`src/design/nfsb_consts.vh`:
```
// Notes on behaviour
// - guard bit plus low wp freezes lock fields
// - lock range bits 5:3, default all locked
// - codes 1..6 lock upper 1/64 to 1/2
// - mode bit 6 selects id page read
// - mode bit 4 enables ecc, default on
// - protect execute accepted only while armed
// - mode bit 1 fast page read, default on
// - mode bit 0 set ignores hold pin
// - ecc result 00 when no flips
// - corrected: 01 below threshold, 11 otherwise
// - ecc result 10 when uncorrectable
// - threshold comes from address 10h bits 7:4
// - status bit 3 program or protect failed
// - status bit 2 erase failed
// - write latch changed only by 06h/04h
// - status bit 0 busy while operating
// - get feature repeats selected byte continuously
// - repeated status bytes show live state
// - fail bits hold until next accepted array command
// - reserved bits always read zero
// - features survive reset commands, not power
// - no latch: ignore program, protect, erase
// - 1Fh writes, 0Fh reads, then address
`ifndef NFSB_CONSTS_VH
`define NFSB_CONSTS_VH

`define NFSB_ADDR_LOCK   8'hA0
`define NFSB_ADDR_MODE   8'hB0
`define NFSB_ADDR_STAT   8'hC0
`define NFSB_ADDR_THR    8'h10

`define NFSB_LOCK_GUARD  7
`define NFSB_LOCK_HI     5
`define NFSB_LOCK_LO     3
`define NFSB_MODE_IDR    6
`define NFSB_MODE_ECC    4
`define NFSB_MODE_PRT    2
`define NFSB_MODE_HSE    1
`define NFSB_MODE_HOLDD  0
`define NFSB_THR_HI      7
`define NFSB_THR_LO      4

`define NFSB_LOCK_RST    8'h38
`define NFSB_MODE_RST    8'h12
`define NFSB_THR_RST     4'h1
`define NFSB_RANGE_NONE  3'h0
`define NFSB_RANGE_ALL   3'h7

`define NFSB_CMD_SET     8'h1F
`define NFSB_CMD_GET     8'h0F
`define NFSB_CMD_WREN    8'h06
`define NFSB_CMD_WRDI    8'h04
`define NFSB_CMD_RST0    8'hFF
`define NFSB_CMD_RST1    8'hFE
`define NFSB_CMD_PROG    8'h10
`define NFSB_CMD_ERASE   8'hD8
`define NFSB_CMD_PROT    8'h2A
`define NFSB_CMD_READ    8'h13

`define NFSB_ECC_NONE    2'h0
`define NFSB_ECC_CORR    2'h1
`define NFSB_ECC_UNCORR  2'h2
`define NFSB_ECC_CORR_HI 2'h3

`define NFSB_ROW_BYTES   2'h2
`define NFSB_PIN_IDLE    5'h0B

`endif

```
`src/design/nfsb_bank.v`:
```
`timescale 1ns/1ps
`include "nfsb_consts.vh"
module nfsb_bank #(
	parameter BLK_LOG2 = 10
) (
	// clock and reset
	input  wire              core_clk,
	input  wire              reset_n,
	// serial pins
	input  wire              sclk,
	input  wire              cs_n,
	input  wire              mosi,
	input  wire              wp_n,
	input  wire              hold_n,
	output wire              miso,
	output reg               miso_oe,
	// array engine status
	input  wire              array_busy,
	input  wire              read_done,
	input  wire [3:0]        ecc_flip_cnt,
	input  wire              ecc_uncorrectable,
	input  wire              prog_done,
	input  wire              erase_done,
	input  wire              op_fail,
	// array engine commands
	output reg               array_cmd_valid,
	output reg  [7:0]        array_cmd,
	output reg  [23:0]       array_row,
	output reg               array_abort,
	// settings
	output reg               lock_field_write_guard,
	output reg  [2:0]        lock_range_sel,
	output reg  [BLK_LOG2:0] lock_floor,
	output reg               id_page_read_en,
	output reg               ecc_en,
	output reg               otp_protect_arm,
	output reg               fast_page_read_en,
	output reg               hold_disable,
	// status
	output reg               write_latch,
	output reg               program_failed,
	output reg               erase_failed,
	output reg  [1:0]        ecc_result
);
	localparam [2:0] F_CMD     = 3'h0;
	localparam [2:0] F_FADDR   = 3'h1;
	localparam [2:0] F_SETDATA = 3'h2;
	localparam [2:0] F_GET     = 3'h3;
	localparam [2:0] F_ROW     = 3'h4;
	localparam [2:0] F_SKIP    = 3'h5;

	localparam [BLK_LOG2:0] NBLK = {1'b1, {BLK_LOG2{1'b0}}};
	localparam [7:0]        LOCK_RST = `NFSB_LOCK_RST;
	localparam [7:0]        MODE_RST = `NFSB_MODE_RST;

	wire [4:0] pin_s;
	wire       s_sclk;
	wire       s_cs_n;
	wire       s_mosi;
	wire       s_wp_n;
	wire       s_hold_n;

	reg        sclk_d;
	reg        cs_d;
	reg  [2:0] frame;
	reg  [7:0] rx;
	reg  [2:0] bit_cnt;
	reg  [7:0] fcmd;
	reg  [7:0] faddr;
	reg  [1:0] row_cnt;
	reg        exec_pend;
	reg  [3:0] ecc_threshold;
	reg  [7:0] feat_byte;
	reg  [1:0] next_ecc;

	wire       held;
	wire       rise;
	wire       fall;
	wire       cs_rise;
	wire [7:0] rx_next;
	wire       byte_done;
	wire       exec_now;
	wire       guard_locked;
	wire [7:0] lock_byte;
	wire [7:0] mode_byte;
	wire [7:0] status_byte;
	wire [7:0] thr_byte;

	nfsb_sync #(
		.W   (5),
		.RST (`NFSB_PIN_IDLE)
	) u_pins (
		.core_clk (core_clk),
		.reset_n  (reset_n),
		.d        ({sclk, cs_n, mosi, wp_n, hold_n}),
		.q        (pin_s)
	);

	assign s_sclk   = pin_s[4];
	assign s_cs_n   = pin_s[3];
	assign s_mosi   = pin_s[2];
	assign s_wp_n   = pin_s[1];
	assign s_hold_n = pin_s[0];

	// a paused host freezes the clock edges and drops miso_oe,
	// unless hold_disable is set
	assign held      = ~s_hold_n & ~hold_disable;
	assign rise      = s_sclk & ~sclk_d & ~s_cs_n & ~held;
	assign fall      = ~s_sclk & sclk_d & ~s_cs_n & ~held;
	assign cs_rise   = s_cs_n & ~cs_d;
	assign rx_next   = {rx[6:0], s_mosi};
	assign byte_done = rise & (bit_cnt == 3'h7);
	assign exec_now  = cs_rise & exec_pend;

	assign guard_locked = lock_field_write_guard & ~s_wp_n;

	// reserved positions are tied low in every byte
	assign lock_byte   = {lock_field_write_guard, 1'b0, lock_range_sel, 3'h0};
	assign mode_byte   = {1'b0, id_page_read_en, 1'b0, ecc_en, 1'b0,
	                      otp_protect_arm, fast_page_read_en, hold_disable};
	assign status_byte = {2'h0, ecc_result, program_failed, erase_failed,
	                      write_latch, array_busy};
	assign thr_byte    = {ecc_threshold, 4'h0};

	// status is built from live state, never latched at the command
	always @* begin
		case (faddr)
		`NFSB_ADDR_LOCK: feat_byte = lock_byte;
		`NFSB_ADDR_MODE: feat_byte = mode_byte;
		`NFSB_ADDR_STAT: feat_byte = status_byte;
		`NFSB_ADDR_THR:  feat_byte = thr_byte;
		default:         feat_byte = 8'h00;
		endcase
	end

	nfsb_shift u_tx (
		.core_clk (core_clk),
		.reset_n  (reset_n),
		.clear    (s_cs_n),
		.step     (fall & (frame == F_GET)),
		.din      (feat_byte),
		.q        (miso)
	);

	always @(posedge core_clk or negedge reset_n) begin
		if (!reset_n) begin
			sclk_d  <= 1'b0;
			cs_d    <= 1'b1;
			miso_oe <= 1'b0;
		end else begin
			sclk_d  <= s_sclk;
			cs_d    <= s_cs_n;
			miso_oe <= ~s_cs_n & (frame == F_GET) & ~held;
		end
	end

	// frame decoder; reset_n is the power-on reset, reset commands
	// only abort the array and leave every feature untouched
	always @(posedge core_clk or negedge reset_n) begin
		if (!reset_n) begin
			frame                  <= F_CMD;
			rx                     <= 8'h00;
			bit_cnt                <= 3'h0;
			fcmd                   <= 8'h00;
			faddr                  <= 8'h00;
			row_cnt                <= 2'h0;
			exec_pend              <= 1'b0;
			array_cmd_valid        <= 1'b0;
			array_cmd              <= 8'h00;
			array_row              <= 24'h000000;
			array_abort            <= 1'b0;
			write_latch            <= 1'b0;
			lock_field_write_guard <= LOCK_RST[`NFSB_LOCK_GUARD];
			lock_range_sel         <= LOCK_RST[`NFSB_LOCK_HI:`NFSB_LOCK_LO];
			id_page_read_en        <= MODE_RST[`NFSB_MODE_IDR];
			ecc_en                 <= MODE_RST[`NFSB_MODE_ECC];
			otp_protect_arm        <= MODE_RST[`NFSB_MODE_PRT];
			fast_page_read_en      <= MODE_RST[`NFSB_MODE_HSE];
			hold_disable           <= MODE_RST[`NFSB_MODE_HOLDD];
			ecc_threshold          <= `NFSB_THR_RST;
		end else begin
			array_cmd_valid <= 1'b0;
			array_abort     <= 1'b0;
			if (s_cs_n) begin
				frame     <= F_CMD;
				bit_cnt   <= 3'h0;
				exec_pend <= 1'b0;
				if (exec_now) begin
					array_cmd_valid <= 1'b1;
					array_cmd       <= fcmd;
				end
			end else if (rise) begin
				rx      <= rx_next;
				bit_cnt <= bit_cnt + 3'h1;
				if (byte_done) begin
					case (frame)
					F_CMD: begin
						fcmd    <= rx_next;
						row_cnt <= 2'h0;
						frame   <= F_SKIP;
						case (rx_next)
						`NFSB_CMD_SET, `NFSB_CMD_GET: begin
							frame <= F_FADDR;
						end
						`NFSB_CMD_WREN: begin
							write_latch <= 1'b1;
						end
						`NFSB_CMD_WRDI: begin
							write_latch <= 1'b0;
						end
						`NFSB_CMD_RST0, `NFSB_CMD_RST1: begin
							array_abort <= 1'b1;
						end
						`NFSB_CMD_PROG, `NFSB_CMD_ERASE: begin
							if (write_latch)
								frame <= F_ROW;
						end
						`NFSB_CMD_PROT: begin
							if (write_latch && otp_protect_arm)
								frame <= F_ROW;
						end
						`NFSB_CMD_READ: begin
							frame <= F_ROW;
						end
						default: begin
							frame <= F_SKIP;
						end
						endcase
					end
					F_FADDR: begin
						faddr <= rx_next;
						if (fcmd == `NFSB_CMD_GET)
							frame <= F_GET;
						else
							frame <= F_SETDATA;
					end
					F_SETDATA: begin
						frame <= F_SKIP;
						// status byte and unknown addresses take no write
						case (faddr)
						`NFSB_ADDR_LOCK: begin
							if (!guard_locked) begin
								lock_field_write_guard <= rx_next[`NFSB_LOCK_GUARD];
								lock_range_sel <= rx_next[`NFSB_LOCK_HI:`NFSB_LOCK_LO];
							end
						end
						`NFSB_ADDR_MODE: begin
							id_page_read_en   <= rx_next[`NFSB_MODE_IDR];
							ecc_en            <= rx_next[`NFSB_MODE_ECC];
							otp_protect_arm   <= rx_next[`NFSB_MODE_PRT];
							fast_page_read_en <= rx_next[`NFSB_MODE_HSE];
							hold_disable      <= rx_next[`NFSB_MODE_HOLDD];
						end
						`NFSB_ADDR_THR: begin
							ecc_threshold <= rx_next[`NFSB_THR_HI:`NFSB_THR_LO];
						end
						default: begin
							frame <= F_SKIP;
						end
						endcase
					end
					F_ROW: begin
						array_row <= {array_row[15:0], rx_next};
						row_cnt   <= row_cnt + 2'h1;
						if (row_cnt == `NFSB_ROW_BYTES) begin
							exec_pend <= 1'b1;
							frame     <= F_SKIP;
						end
					end
					default: begin
						frame <= frame;
					end
					endcase
				end
			end
		end
	end

	// lowest locked block; everything at or above it is locked
	always @(posedge core_clk or negedge reset_n) begin
		if (!reset_n) begin
			lock_floor <= {(BLK_LOG2+1){1'b0}};
		end else begin
			case (lock_range_sel)
			`NFSB_RANGE_NONE: lock_floor <= NBLK;
			`NFSB_RANGE_ALL:  lock_floor <= {(BLK_LOG2+1){1'b0}};
			default:          lock_floor <= NBLK - (NBLK >> (3'h7 - lock_range_sel));
			endcase
		end
	end

	always @* begin
		if (!ecc_en)
			next_ecc = `NFSB_ECC_NONE;
		else if (ecc_uncorrectable)
			next_ecc = `NFSB_ECC_UNCORR;
		else if (ecc_flip_cnt == 4'h0)
			next_ecc = `NFSB_ECC_NONE;
		else if (ecc_flip_cnt < ecc_threshold)
			next_ecc = `NFSB_ECC_CORR;
		else
			next_ecc = `NFSB_ECC_CORR_HI;
	end

	// a result arriving with the clear wins, so no failure is lost
	always @(posedge core_clk or negedge reset_n) begin
		if (!reset_n) begin
			program_failed <= 1'b0;
			erase_failed   <= 1'b0;
			ecc_result     <= `NFSB_ECC_NONE;
		end else begin
			if (prog_done)
				program_failed <= op_fail;
			else if (exec_now)
				program_failed <= 1'b0;
			if (erase_done)
				erase_failed <= op_fail;
			else if (exec_now)
				erase_failed <= 1'b0;
			if (read_done)
				ecc_result <= next_ecc;
		end
	end
endmodule // nfsb_bank

```
`src/design/nfsb_shift.v`:
```
`timescale 1ns/1ps
module nfsb_shift (
	// clock and reset
	input  wire       core_clk,
	input  wire       reset_n,
	// control
	input  wire       clear,
	input  wire       step,
	input  wire [7:0] din,
	// serial out
	output reg        q
);
	reg [2:0] cnt;
	reg [7:0] sh;

	// din is sampled afresh at the first bit of every byte, so a
	// repeated byte always carries the current value
	always @(posedge core_clk or negedge reset_n) begin
		if (!reset_n) begin
			cnt <= 3'h0;
			sh  <= 8'h00;
			q   <= 1'b0;
		end else if (clear) begin
			cnt <= 3'h0;
		end else if (step) begin
			if (cnt == 3'h0) begin
				q  <= din[7];
				sh <= {din[6:0], 1'b0};
			end else begin
				q  <= sh[7];
				sh <= {sh[6:0], 1'b0};
			end
			cnt <= cnt - 3'h1;
		end
	end
endmodule // nfsb_shift

```
`src/design/nfsb_sync.v`:
```
`timescale 1ns/1ps
module nfsb_sync #(
	parameter         W   = 1,
	parameter [W-1:0] RST = {W{1'b0}}
) (
	// clock and reset
	input  wire         core_clk,
	input  wire         reset_n,
	// levels
	input  wire [W-1:0] d,
	output reg  [W-1:0] q
);
	reg [W-1:0] meta;

	always @(posedge core_clk or negedge reset_n) begin
		if (!reset_n) begin
			meta <= RST;
			q    <= RST;
		end else begin
			meta <= d;
			q    <= meta;
		end
	end
endmodule // nfsb_sync
```
`config.mk`:
```
export PLATFORM = sky130hd
export DESIGN_NAME = nfsb_bank
export DESIGN_NICKNAME = d
export VERILOG_FILES = /design/src/design/nfsb_bank.v /design/src/design/nfsb_shift.v /design/src/design/nfsb_sync.v
export VERILOG_INCLUDE_DIRS = /design/src /design/src/design
export SDC_FILE = /design/constraint.sdc
export NUM_CORES = 1
export LEC_CHECK = 0
export BUFFER_PORTS_ARGS = -buffer_cell sky130_fd_sc_hd__clkbuf_2
export CORE_MARGIN = 10
export CORE_UTILIZATION = 56
export CTS_BUF_LIST = sky130_fd_sc_hd__clkbuf_16
export CTS_CLUSTER_SIZE = 16
export DETAILED_ROUTE_END_ITERATION = 10
export PLACE_DENSITY = 0.82
export SYNTH_ARGS = -nofsm -noshare
export SYNTH_HDL_FRONTEND = slang
export SYNTH_SLANG_ARGS = --single-unit
export TNS_END_PERCENT = 10
```
`constraint.sdc`:
```
create_clock -name core_clk -period 2.6 [get_ports core_clk]
set_input_delay 0.26 -clock core_clk [delete_from_list [all_inputs] [get_ports core_clk]]
set_output_delay 0.26 -clock core_clk [all_outputs]
set_load 0.02 [all_outputs]
```
Yosys cells after proc, flatten, opt, wreduce, memory -nomap -nowiden
Index checks and enable logic that the tools add are counted.
- register bits: 120
- input port bits: 17
- output and inout bits: 61
- add/subtract/negate cells: 5
- order comparisons: 1
- eq/ne operators: 23
- shifts and indexed selects: 1
- mux-type cells: 38
- bitwise logic cells: 23
- reductions and logical operators: 31
- operators with widths (operator ; count):
    equality test 8 bit, second input constant ; 6
    equality test 8 x 5 -> 1 bit, second input constant ; 4
    one-hot mux 8 bit (4 select lines) ; 1
    2-to-1 mux 3 bit ; 8
    one-hot mux 3 bit (4 select lines) ; 2
    AND reduction 4 bit ; 6
    one-hot mux 11 bit (2 select lines) ; 1
    2-to-1 mux 1 bit ; 19
    nonzero test 2 bit ; 9
    equality test 8 x 3 -> 1 bit, second input constant ; 2
    equality test 8 x 4 -> 1 bit, second input constant ; 2
    AND reduction 5 bit ; 3
    bitwise AND 1 bit ; 14
    >> shifter 11 x 3 -> 11 bit, first input constant ; 1
    subtractor 11 bit, first input constant ; 1
    equality test 3 bit, second input constant ; 3
    zero test 3 bit ; 3
    inverter 1 bit ; 9
    equality test 8 x 6 -> 1 bit, second input constant ; 1
    2-to-1 mux 2 bit ; 4
    2-to-1 mux 8 bit ; 1
    equality test 3 x 2 -> 1 bit, second input constant ; 2
    AND reduction 2 bit ; 3
    AND reduction 6 bit ; 1
    14 further kinds ; 16

Depth between registers and ports, before layout
Gate-level depths: netlist of the first run.
- depth in word-level cells: 8
- mapped depth: 7
- gate-level depth less buffers: 7

Hierarchy
From an unflattened synthesis of the first run, not the netlist that was laid out.
- cells, all modules: 415
- area, all modules: 5108.6 um^2
- by module, submodules not included (module ; times used ; cells an instance ; area an instance (um^2) ; seq. area each (um^2)):
    nfsb_bank ; 1 ; 355 ; 4302.9 ; 2386.0
    nfsb_shift ; 1 ; 50 ; 548.0 ; 275.3
    nfsb_sync ; 1 ; 10 ; 257.7 ; 257.7

Worst setup path after synthesis of the first run
OpenSTA, ideal clock, no wires.
- kind: register to register
- from: register hold_disable
- to: register lock_field_write_guard
- data arrival time: 2.010 ns
- data required time: 2.475 ns
- slack: 0.465 ns
- stages on the path, launching flop included: 6
- buffers on the path: 0
- path through: dfrtp_1 o21ba_4 nand4b_4 or3b_4 a2111oi_4 mux2_2
- longest elaborated chain between the ends: 6
- RTL lines (what ; RTL line ; source):
    from (decl) ; nfsb_bank.v:38 ; output reg hold_disable,
    from (signal assigned) ; nfsb_bank.v:179 ; hold_disable <= MODE_RST[`NFSB_MODE_HOLDD];
    from (signal assigned) ; nfsb_bank.v:252 ; hold_disable <= rx_next[`NFSB_MODE_HOLDD];
    inverter 1 bit (*) ; nfsb_bank.v:107 ; assign held = ~s_hold_n & ~hold_disable;
    bitwise AND 1 bit (*) ; nfsb_bank.v:107 ;
    inverter 1 bit (*) ; nfsb_bank.v:108 ; assign rise = s_sclk & ~sclk_d & ~s_cs_n & ~held;
    bitwise AND 1 bit (*) ; nfsb_bank.v:108 ;
    bitwise AND 1 bit ; nfsb_bank.v:112 ; assign byte_done = rise & (bit_cnt == 3'h7);
    AND reduction 6 bit (no source line) (*) ; n/a ;
    to (signal assigned) ; nfsb_bank.v:173 ; lock_field_write_guard <= LOCK_RST[`NFSB_LOCK_GUARD];
    to (signal assigned) ; nfsb_bank.v:243 ; lock_field_write_guard <= rx_next[`NFSB_LOCK_GUARD];
    to (decl) ; nfsb_bank.v:31 ; output reg lock_field_write_guard,
Mark *: on every way between the ends. The rest lies on a longest branch, timed or not.
A chain may end at the register's enable or synchronous reset.

Worst setup path after layout of the first run
- from: register bit_cnt[0]
- to: register lock_field_write_guard
- longest elaborated chain between the ends: 3
- RTL lines (what ; RTL line ; source):
    from (decl) ; nfsb_bank.v:67 ; reg [2:0] bit_cnt;
    from (signal assigned) ; nfsb_bank.v:194 ; bit_cnt <= bit_cnt + 3'h1;
    equality test 3 bit ; nfsb_bank.v:112 ;
    bitwise AND 1 bit ; nfsb_bank.v:112 ;
    AND reduction 6 bit (no source line) ; n/a ;
No other way between the ends.

==> results.md, run 1 <==
* First-pass GRT wire length at 19300 um
* Clock latency on the worst-skew pair at 0.41 ns
* GP Congestion at 0.904
* RSZ-0062 raised after global routing: no
* Longest Clk Path Bufs at 2
* Worst rel slew slack at 54.6%
* 1st-pass router iterations at 4
* Post-placement cell count at 580
* Hold slack at 0.0447 ns
* Cell Area, Synth at approximately 5000 um2
* Die Width at roughly 110 um
* Tcrit/Tclk final at 89.5%
* Synth Flop Type: dfrtp_1
* Yosys top cell by area: dfrtp_1
* Post-synth EDFFs at 0
* Hold Violations, Final at 0
* Nets at around 520
* Fillers at 592
* I/O Buffers at 74
* Sequential fraction of the synthesis area at 58.6%
* Post-CTS Resized at 0
* Final Max Slew Viols at 0
* GR Util All Layers at about a fifth
* Met3 Use GR at 5.50%
* Final WL at 11700 um
* Tot Pwr at 4.70 mW
* Fin util at between 70 and 80%
* YS warnings at 0
* ANT cells at 0
* Antenna violations before repair at 0
* Final Setup Violations at 0
* PwrDens at 764 nW/um2
* Avg Vias per Cell at 5.85
* Grt ovf at 0
* GR peak layer: met2
* Io pins at 78
* Worst setup EP type: flip-flop
* P_leak at 3.09 nW
* Clk slew on worst S/H paths at 0.06 ns
* Final ANT Viol Nets at 0
* Post-synth top cells: 103 x dfrtp_1, 60 x mux2_2, 43 x nand2_1
* Root Driver: clkbuf_16
* Slew @ Worst Pin at 0.675 ns
* Crit Path Max Fanout at 6
* Asr flop ratio synth at 100%
* Most frequent cell after synthesis: dfrtp_1
* CP Data Arrival Time at between 2 and 3 ns
* Hpwl dp at 7610 um
* CTS tree: built
* Kind of critical path: reg2reg
* Count of different cell masters after synthesis at between 50 and 60
* DRT iter0 DRCs at 398
* Post-Syn Area per Cell at 12.0 um2
* TritonCTS sink count at 116
* Hold crit path type: in2reg
* VDD IR max at 0.437 mV
* Setup TNS Final at 0 ns
* Die Ht at 114 um
* Clk_skew at 0.00935 ns
* Seq cells post-synth at 116
* Final min period at 2.33 ns
* Layout cell share with drive strength beyond 1 at 38.0%
* Max Cap Viol at 0
* GRT met2 Usage at 30.4%
* Area Growth Syn to Fin at 23.6%
* Syn Inst Count at 414
* Number of remaining DRC errors at 0
* Routed len/inst at 18.9 um
* Initial Util at between 50% and 60%
* Top post-synthesis cells by area: dfrtp_1 52%, mux2_2 14%, dfstp_2 6.9%
* H-Tree Depth at 4
* Design area at ~6000 um2
* Largest net degree at the start of global routing at 51
* Yosys top cell area share at roughly half
* Post-route setup slack at 0.272 ns
* Core Area at 8680 um2
* CP Data Required Time at 2.89 ns
* Num rows at 34
* Die footprint at roughly 13000 um2
* Placed cell area at 5440 um2
* Place WS at 0.343 ns
* Postcts setup bufs at 0
* Final cell count without fillers at ~620
* Total number of vias at ~3600
* Nature of the critical path startpoint: flip-flop
* Outcome: finished, final reports clean
* Vias in the first global route at around 3800
* Global Route met1 Usage at 22.2%
* Clock buffer count from CTS at 17
* Achievable Freq at 430 MHz
final cells by class:
cell class                 instances  area, um2  share of cell area (%)
timing repair buffer              87        485                    7.88
clock inverter                    15        230                    3.74
tap                              108        135                    2.19
clock buffer                      17        425                    6.91
inverter                          15       56.3                   0.914
sequential                       116       2920                    47.4
multi-input combinational        260       1910                    31.0
logic make-up (layout without fill, tap and decap cells):
logic type | Yosys count | after routing | synth area share (%)
fa+ha+maj | 9 | 9 | 2.26
xor+xnor | 2 | 2 | 0.352
simple gates | 120 | 120 | 13.0
compound gates | 63 | 63 | 8.46
buf+inv | 41 | 134 | 3.34
flops | 116 | 116 | 58.6
other cells | 1 | 4 | 0.0753
mux | 62 | 62 | 14.0
repair_timing:
item / in CTS / in global routing
hold endpoints to repair: 43 / 0
hold buffers: 6 / 0
endpoints found under the setup margin: 0 / 0
worst max-delay path, cell delays in order (launching register included):
cell,delay [ns]
dfrtp_1,0.37
ha_1,0.17
ha_1,0.20
nand4b_4,0.14
or3b_4,0.46
a2111oi_4,0.47
mux2_2,0.40
cell usage in the layout, fill, tap and decap left out, types with 6 or more instances in the layout:
cell / Yosys / layout
dfrtp_1: 103 / 103
clkbuf_2: 0 / 73
mux2_2: 60 / 60
nand2_1: 43 / 43
o21ai_0: 22 / 22
clkbuf_16: 0 / 17
inv_1: 13 / 13
nor2_1: 13 / 13
dfstp_2: 13 / 13
a21oi_1: 11 / 11
nand3_1: 9 / 9
nand2b_1: 9 / 9
ha_1: 9 / 9
nor3_1: 8 / 8
buf_4: 3 / 8
dlygate4sd3_1: 0 / 6
where the power goes:
group          internal (mW)  switching [mW]
combinational         0.0771          0.0919
sequential              1.85           0.128
clock                   1.71           0.848
total                   3.64            1.07
sequential cells by signal, summed over array words and instances, names as in the netlist, 3 cells and up:
| signal | flops |
|---|---|
| bit_cnt | 3 |
| fcmd | 8 |
| lock_range_sel | 3 |
| array_row | 24 |
| u_pins.meta | 5 |
| faddr | 8 |
| array_cmd | 8 |
| u_pins.q | 5 |
| lock_floor | 8 |
| ecc_threshold | 4 |
| u_tx.sh | 7 |
| rx | 7 |
| u_tx.cnt | 3 |
| frame | 3 |
per-layer routing:
metal / part of all wire (%) / vias up
li1: - / 1618
met1: 40 / 1830
met2: 51 / 144
met3: 7.1 / 23
met4: 1.9 / 0
met5: 0 / -
final timing paths:
| check | start | end | slack, ns | depth (start not counted) |
|---|---|---|---|---|
| max | bit_cnt[0]$_DFFE_PN0P_ | lock_field_write_guard$_DFFE_PN0P_ | 0.27 | 6 |
| min | erase_done | erase_failed$_DFFE_PN0P_ | 0.04 | 2 |
| max reg2reg | bit_cnt[0]$_DFFE_PN0P_ | lock_field_write_guard$_DFFE_PN0P_ | 0.27 | 6 |
| min reg2reg | u_pins.meta[4]$_DFF_PN0_ | u_pins.q[4]$_DFF_PN0_ | 0.35 | 0 |
| max in group asynchronous | reset_n | u_pins.q[0]$_DFF_PN1_ | 1.35 | 3 |
| min in group asynchronous | reset_n | array_row[23]$_DFFE_PN0P_ | 0.42 | 2 |
No activity file was read; power rests on OpenSTA's default activity.
==> run 2: changes to the inputs <==
--- a/config.mk
+++ b/config.mk
@@ -13,6 +13,8 @@
 export CTS_CLUSTER_SIZE = 16
 export DETAILED_ROUTE_END_ITERATION = 10
 export PLACE_DENSITY = 0.82
+export RECOVER_POWER = 25
+export SETUP_SLACK_MARGIN = 0.5
 export SYNTH_ARGS = -nofsm -noshare
 export SYNTH_HDL_FRONTEND = slang
 export SYNTH_SLANG_ARGS = --single-unit
==> run 2 against run 1 <==
  * Hold slack improved by 0.0013 ns
  * Critical path type unchanged
  * Register-to-register slack improved by 0.17 ns
  * Combinational power about the same
  * Die area unchanged
==> results.md, run 2 (synthesized netlist as in run 1, its figures left out) <==
* GR Util All Layers at approximately 18%
* VDD IR max at 0.403 mV
* Area Growth Syn to Fin at 23.8%
* Longest Clk Path Bufs at 2
* Total number of vias at 3554
* Final WL at 11600 um
* Hold Violations, Final at 0
* Die Ht at 114 um
* Antenna violations before repair at 0
* Commonest cells after routing, fill and taps aside: 101 x dfrtp_1, 75 x clkbuf_2, 59 x mux2_2
* Final ANT Viol Nets at 0
* Routed len/inst at ~19 um
* H-Tree Depth at 4
* Global Route met1 Usage at 20.1%
* Setup crit start: bit_cnt[0]$_DFFE_PN0P_
* Worst setup EP type: flip-flop
* Hold slack at between 0.04 and 0.05 ns
* CP Data Required Time at ~2.9 ns
* Vias in the first global route at between 3000 and 4000
* Fin util at 71.1%
* Reg with most FFs: array_row
* CTS tree: built
* Final min period at about 2.2 ns
* Final Max Slew Viols at 0
* R2R setup slack at roughly 0.44 ns
* Achievable Freq at 463 MHz
* RSZ-0062 raised after global routing: yes
* GP Congestion at 0.867
* Io pins at 78
* Final Setup Violations at 0
* R2R Path Start: bit_cnt[0]$_DFFE_PN0P_
* Tcrit/Tclk final at 83.0%
* DRT iter0 DRCs at around 250
* Largest net degree at the start of global routing at 43
* Met3 Use GR at 5.77%
* CP Data Arrival Time at roughly 2.4 ns
* Layout cell share with drive strength beyond 1 at 38.6%
* Outcome: finished, final reports clean
* Slew @ Worst Pin at 1.07 ns
* Worst reg2reg path depth at 7
* Design area at 6170 um2
* I/O Buffers at 74
* HP Start: ecc_uncorrectable
* Number of remaining DRC errors at 0
* Commonest non-fill, non-tap cell in the layout: dfrtp_1
* CP endpoint: lock_field_write_guard$_DFFE_PN0P_
* GRT met2 Usage at 31.0%
* Hold crit path type: in2reg
* Worst rel slew slack at between 20% and 30%
* TritonCTS sink count at about 120
* Kind of critical path: reg2reg
* 1st-pass router iterations at 6
* ANT cells at 0
* Clock latency on the worst-skew pair at ~0.40 ns
* Avg Vias per Cell at ~5.8
* Nature of the critical path startpoint: flip-flop
* Clock buffer count from CTS at 17
* P_leak at a little over 3 nW
* Num rows at 34
* Die Width at roughly 110 um
* Root Driver: clkbuf_16
* Grt ovf at 0
* Hpwl dp at 7720 um
* Post-placement cell count at 577
* Clk slew on worst S/H paths at 0.05 ns
* Clk_skew at 0.00438 ns
* Max Cap Viol at 0
* Final cell count without fillers at 618
* Core Area at 8680 um2
* GR peak layer: met2
* Flip-flop count of the largest register after layout at 24
* Initial Util at roughly 57%
* PwrDens at 737 nW/um2
* Nets at 523
* Placed cell area at between 5000 and 6000 um2
* Die footprint at 13100 um2
* Reg2reg end: lock_field_write_guard$_DFFE_PN0P_
* First-pass GRT wire length at roughly 19000 um
* Crit Path Max Fanout at 6
* Setup TNS Final at 0 ns
run 2: layer usage:
metal,wire length [um],vias up
li1,-,1619
met1,4470,1778
met2,6170,132
met3,755,25
met4,176,0
met5,0,-
run 2: worst max-delay path, cell delays in order, from the launching register on:
cell	delay [ns]
dfrtp_1	0.36
ha_2	0.20
ha_4	0.13
nand4b_4	0.12
or3b_4	0.43
a2111oi_4	0.29
buf_4	0.20
mux2_4	0.30
run 2: where the power goes:
part,switching (mW),leakage (nW),internal [mW]
Sequential,0.118,1.53,1.85
Combinational,0.0922,1.24,0.0761
Clock,0.818,0.296,1.59
run 2: timing repair:
action | CTS | global route
setup buffers | 0 | 3
hold buffers | 6 | 0
pin swaps | 0 | 3
setup endpoints to repair | 23 | 28
endpoints found under the hold margin | 40 | 0
resized for setup | 1 | 11
run 2: worst min path at each step:
stage                                            to  depth (start not counted)
after floorplan               array_abort$_DFF_PN0_                          0
after global placement      lock_floor[8]$_DFF_PN0_                          1
after detailed placement    lock_floor[4]$_DFF_PN0_                          1
after CTS                 ecc_result[0]$_DFFE_PN0P_                          2
after global routing      ecc_result[0]$_DFFE_PN0P_                          2
final                     ecc_result[0]$_DFFE_PN0P_                          2
run 2: area by class of cell:
class	instances	area, um2
flip-flops and latches	116	2920
fillers	596	2510
multi-input cells	260	1960
repair buffers	87	480
clock buffers	17	425
clock inverters	15	189
well taps	108	135
inverters	15	56.3
run 2: through the flow:
step	power (mW)	worst slack [ns]
final	4.55	0.442
after global placement	2.15	0.495
after floorplan	2.05	0.572
after detailed placement	2.16	0.407
after CTS	4.58	0.426
after global routing	4.68	0.222
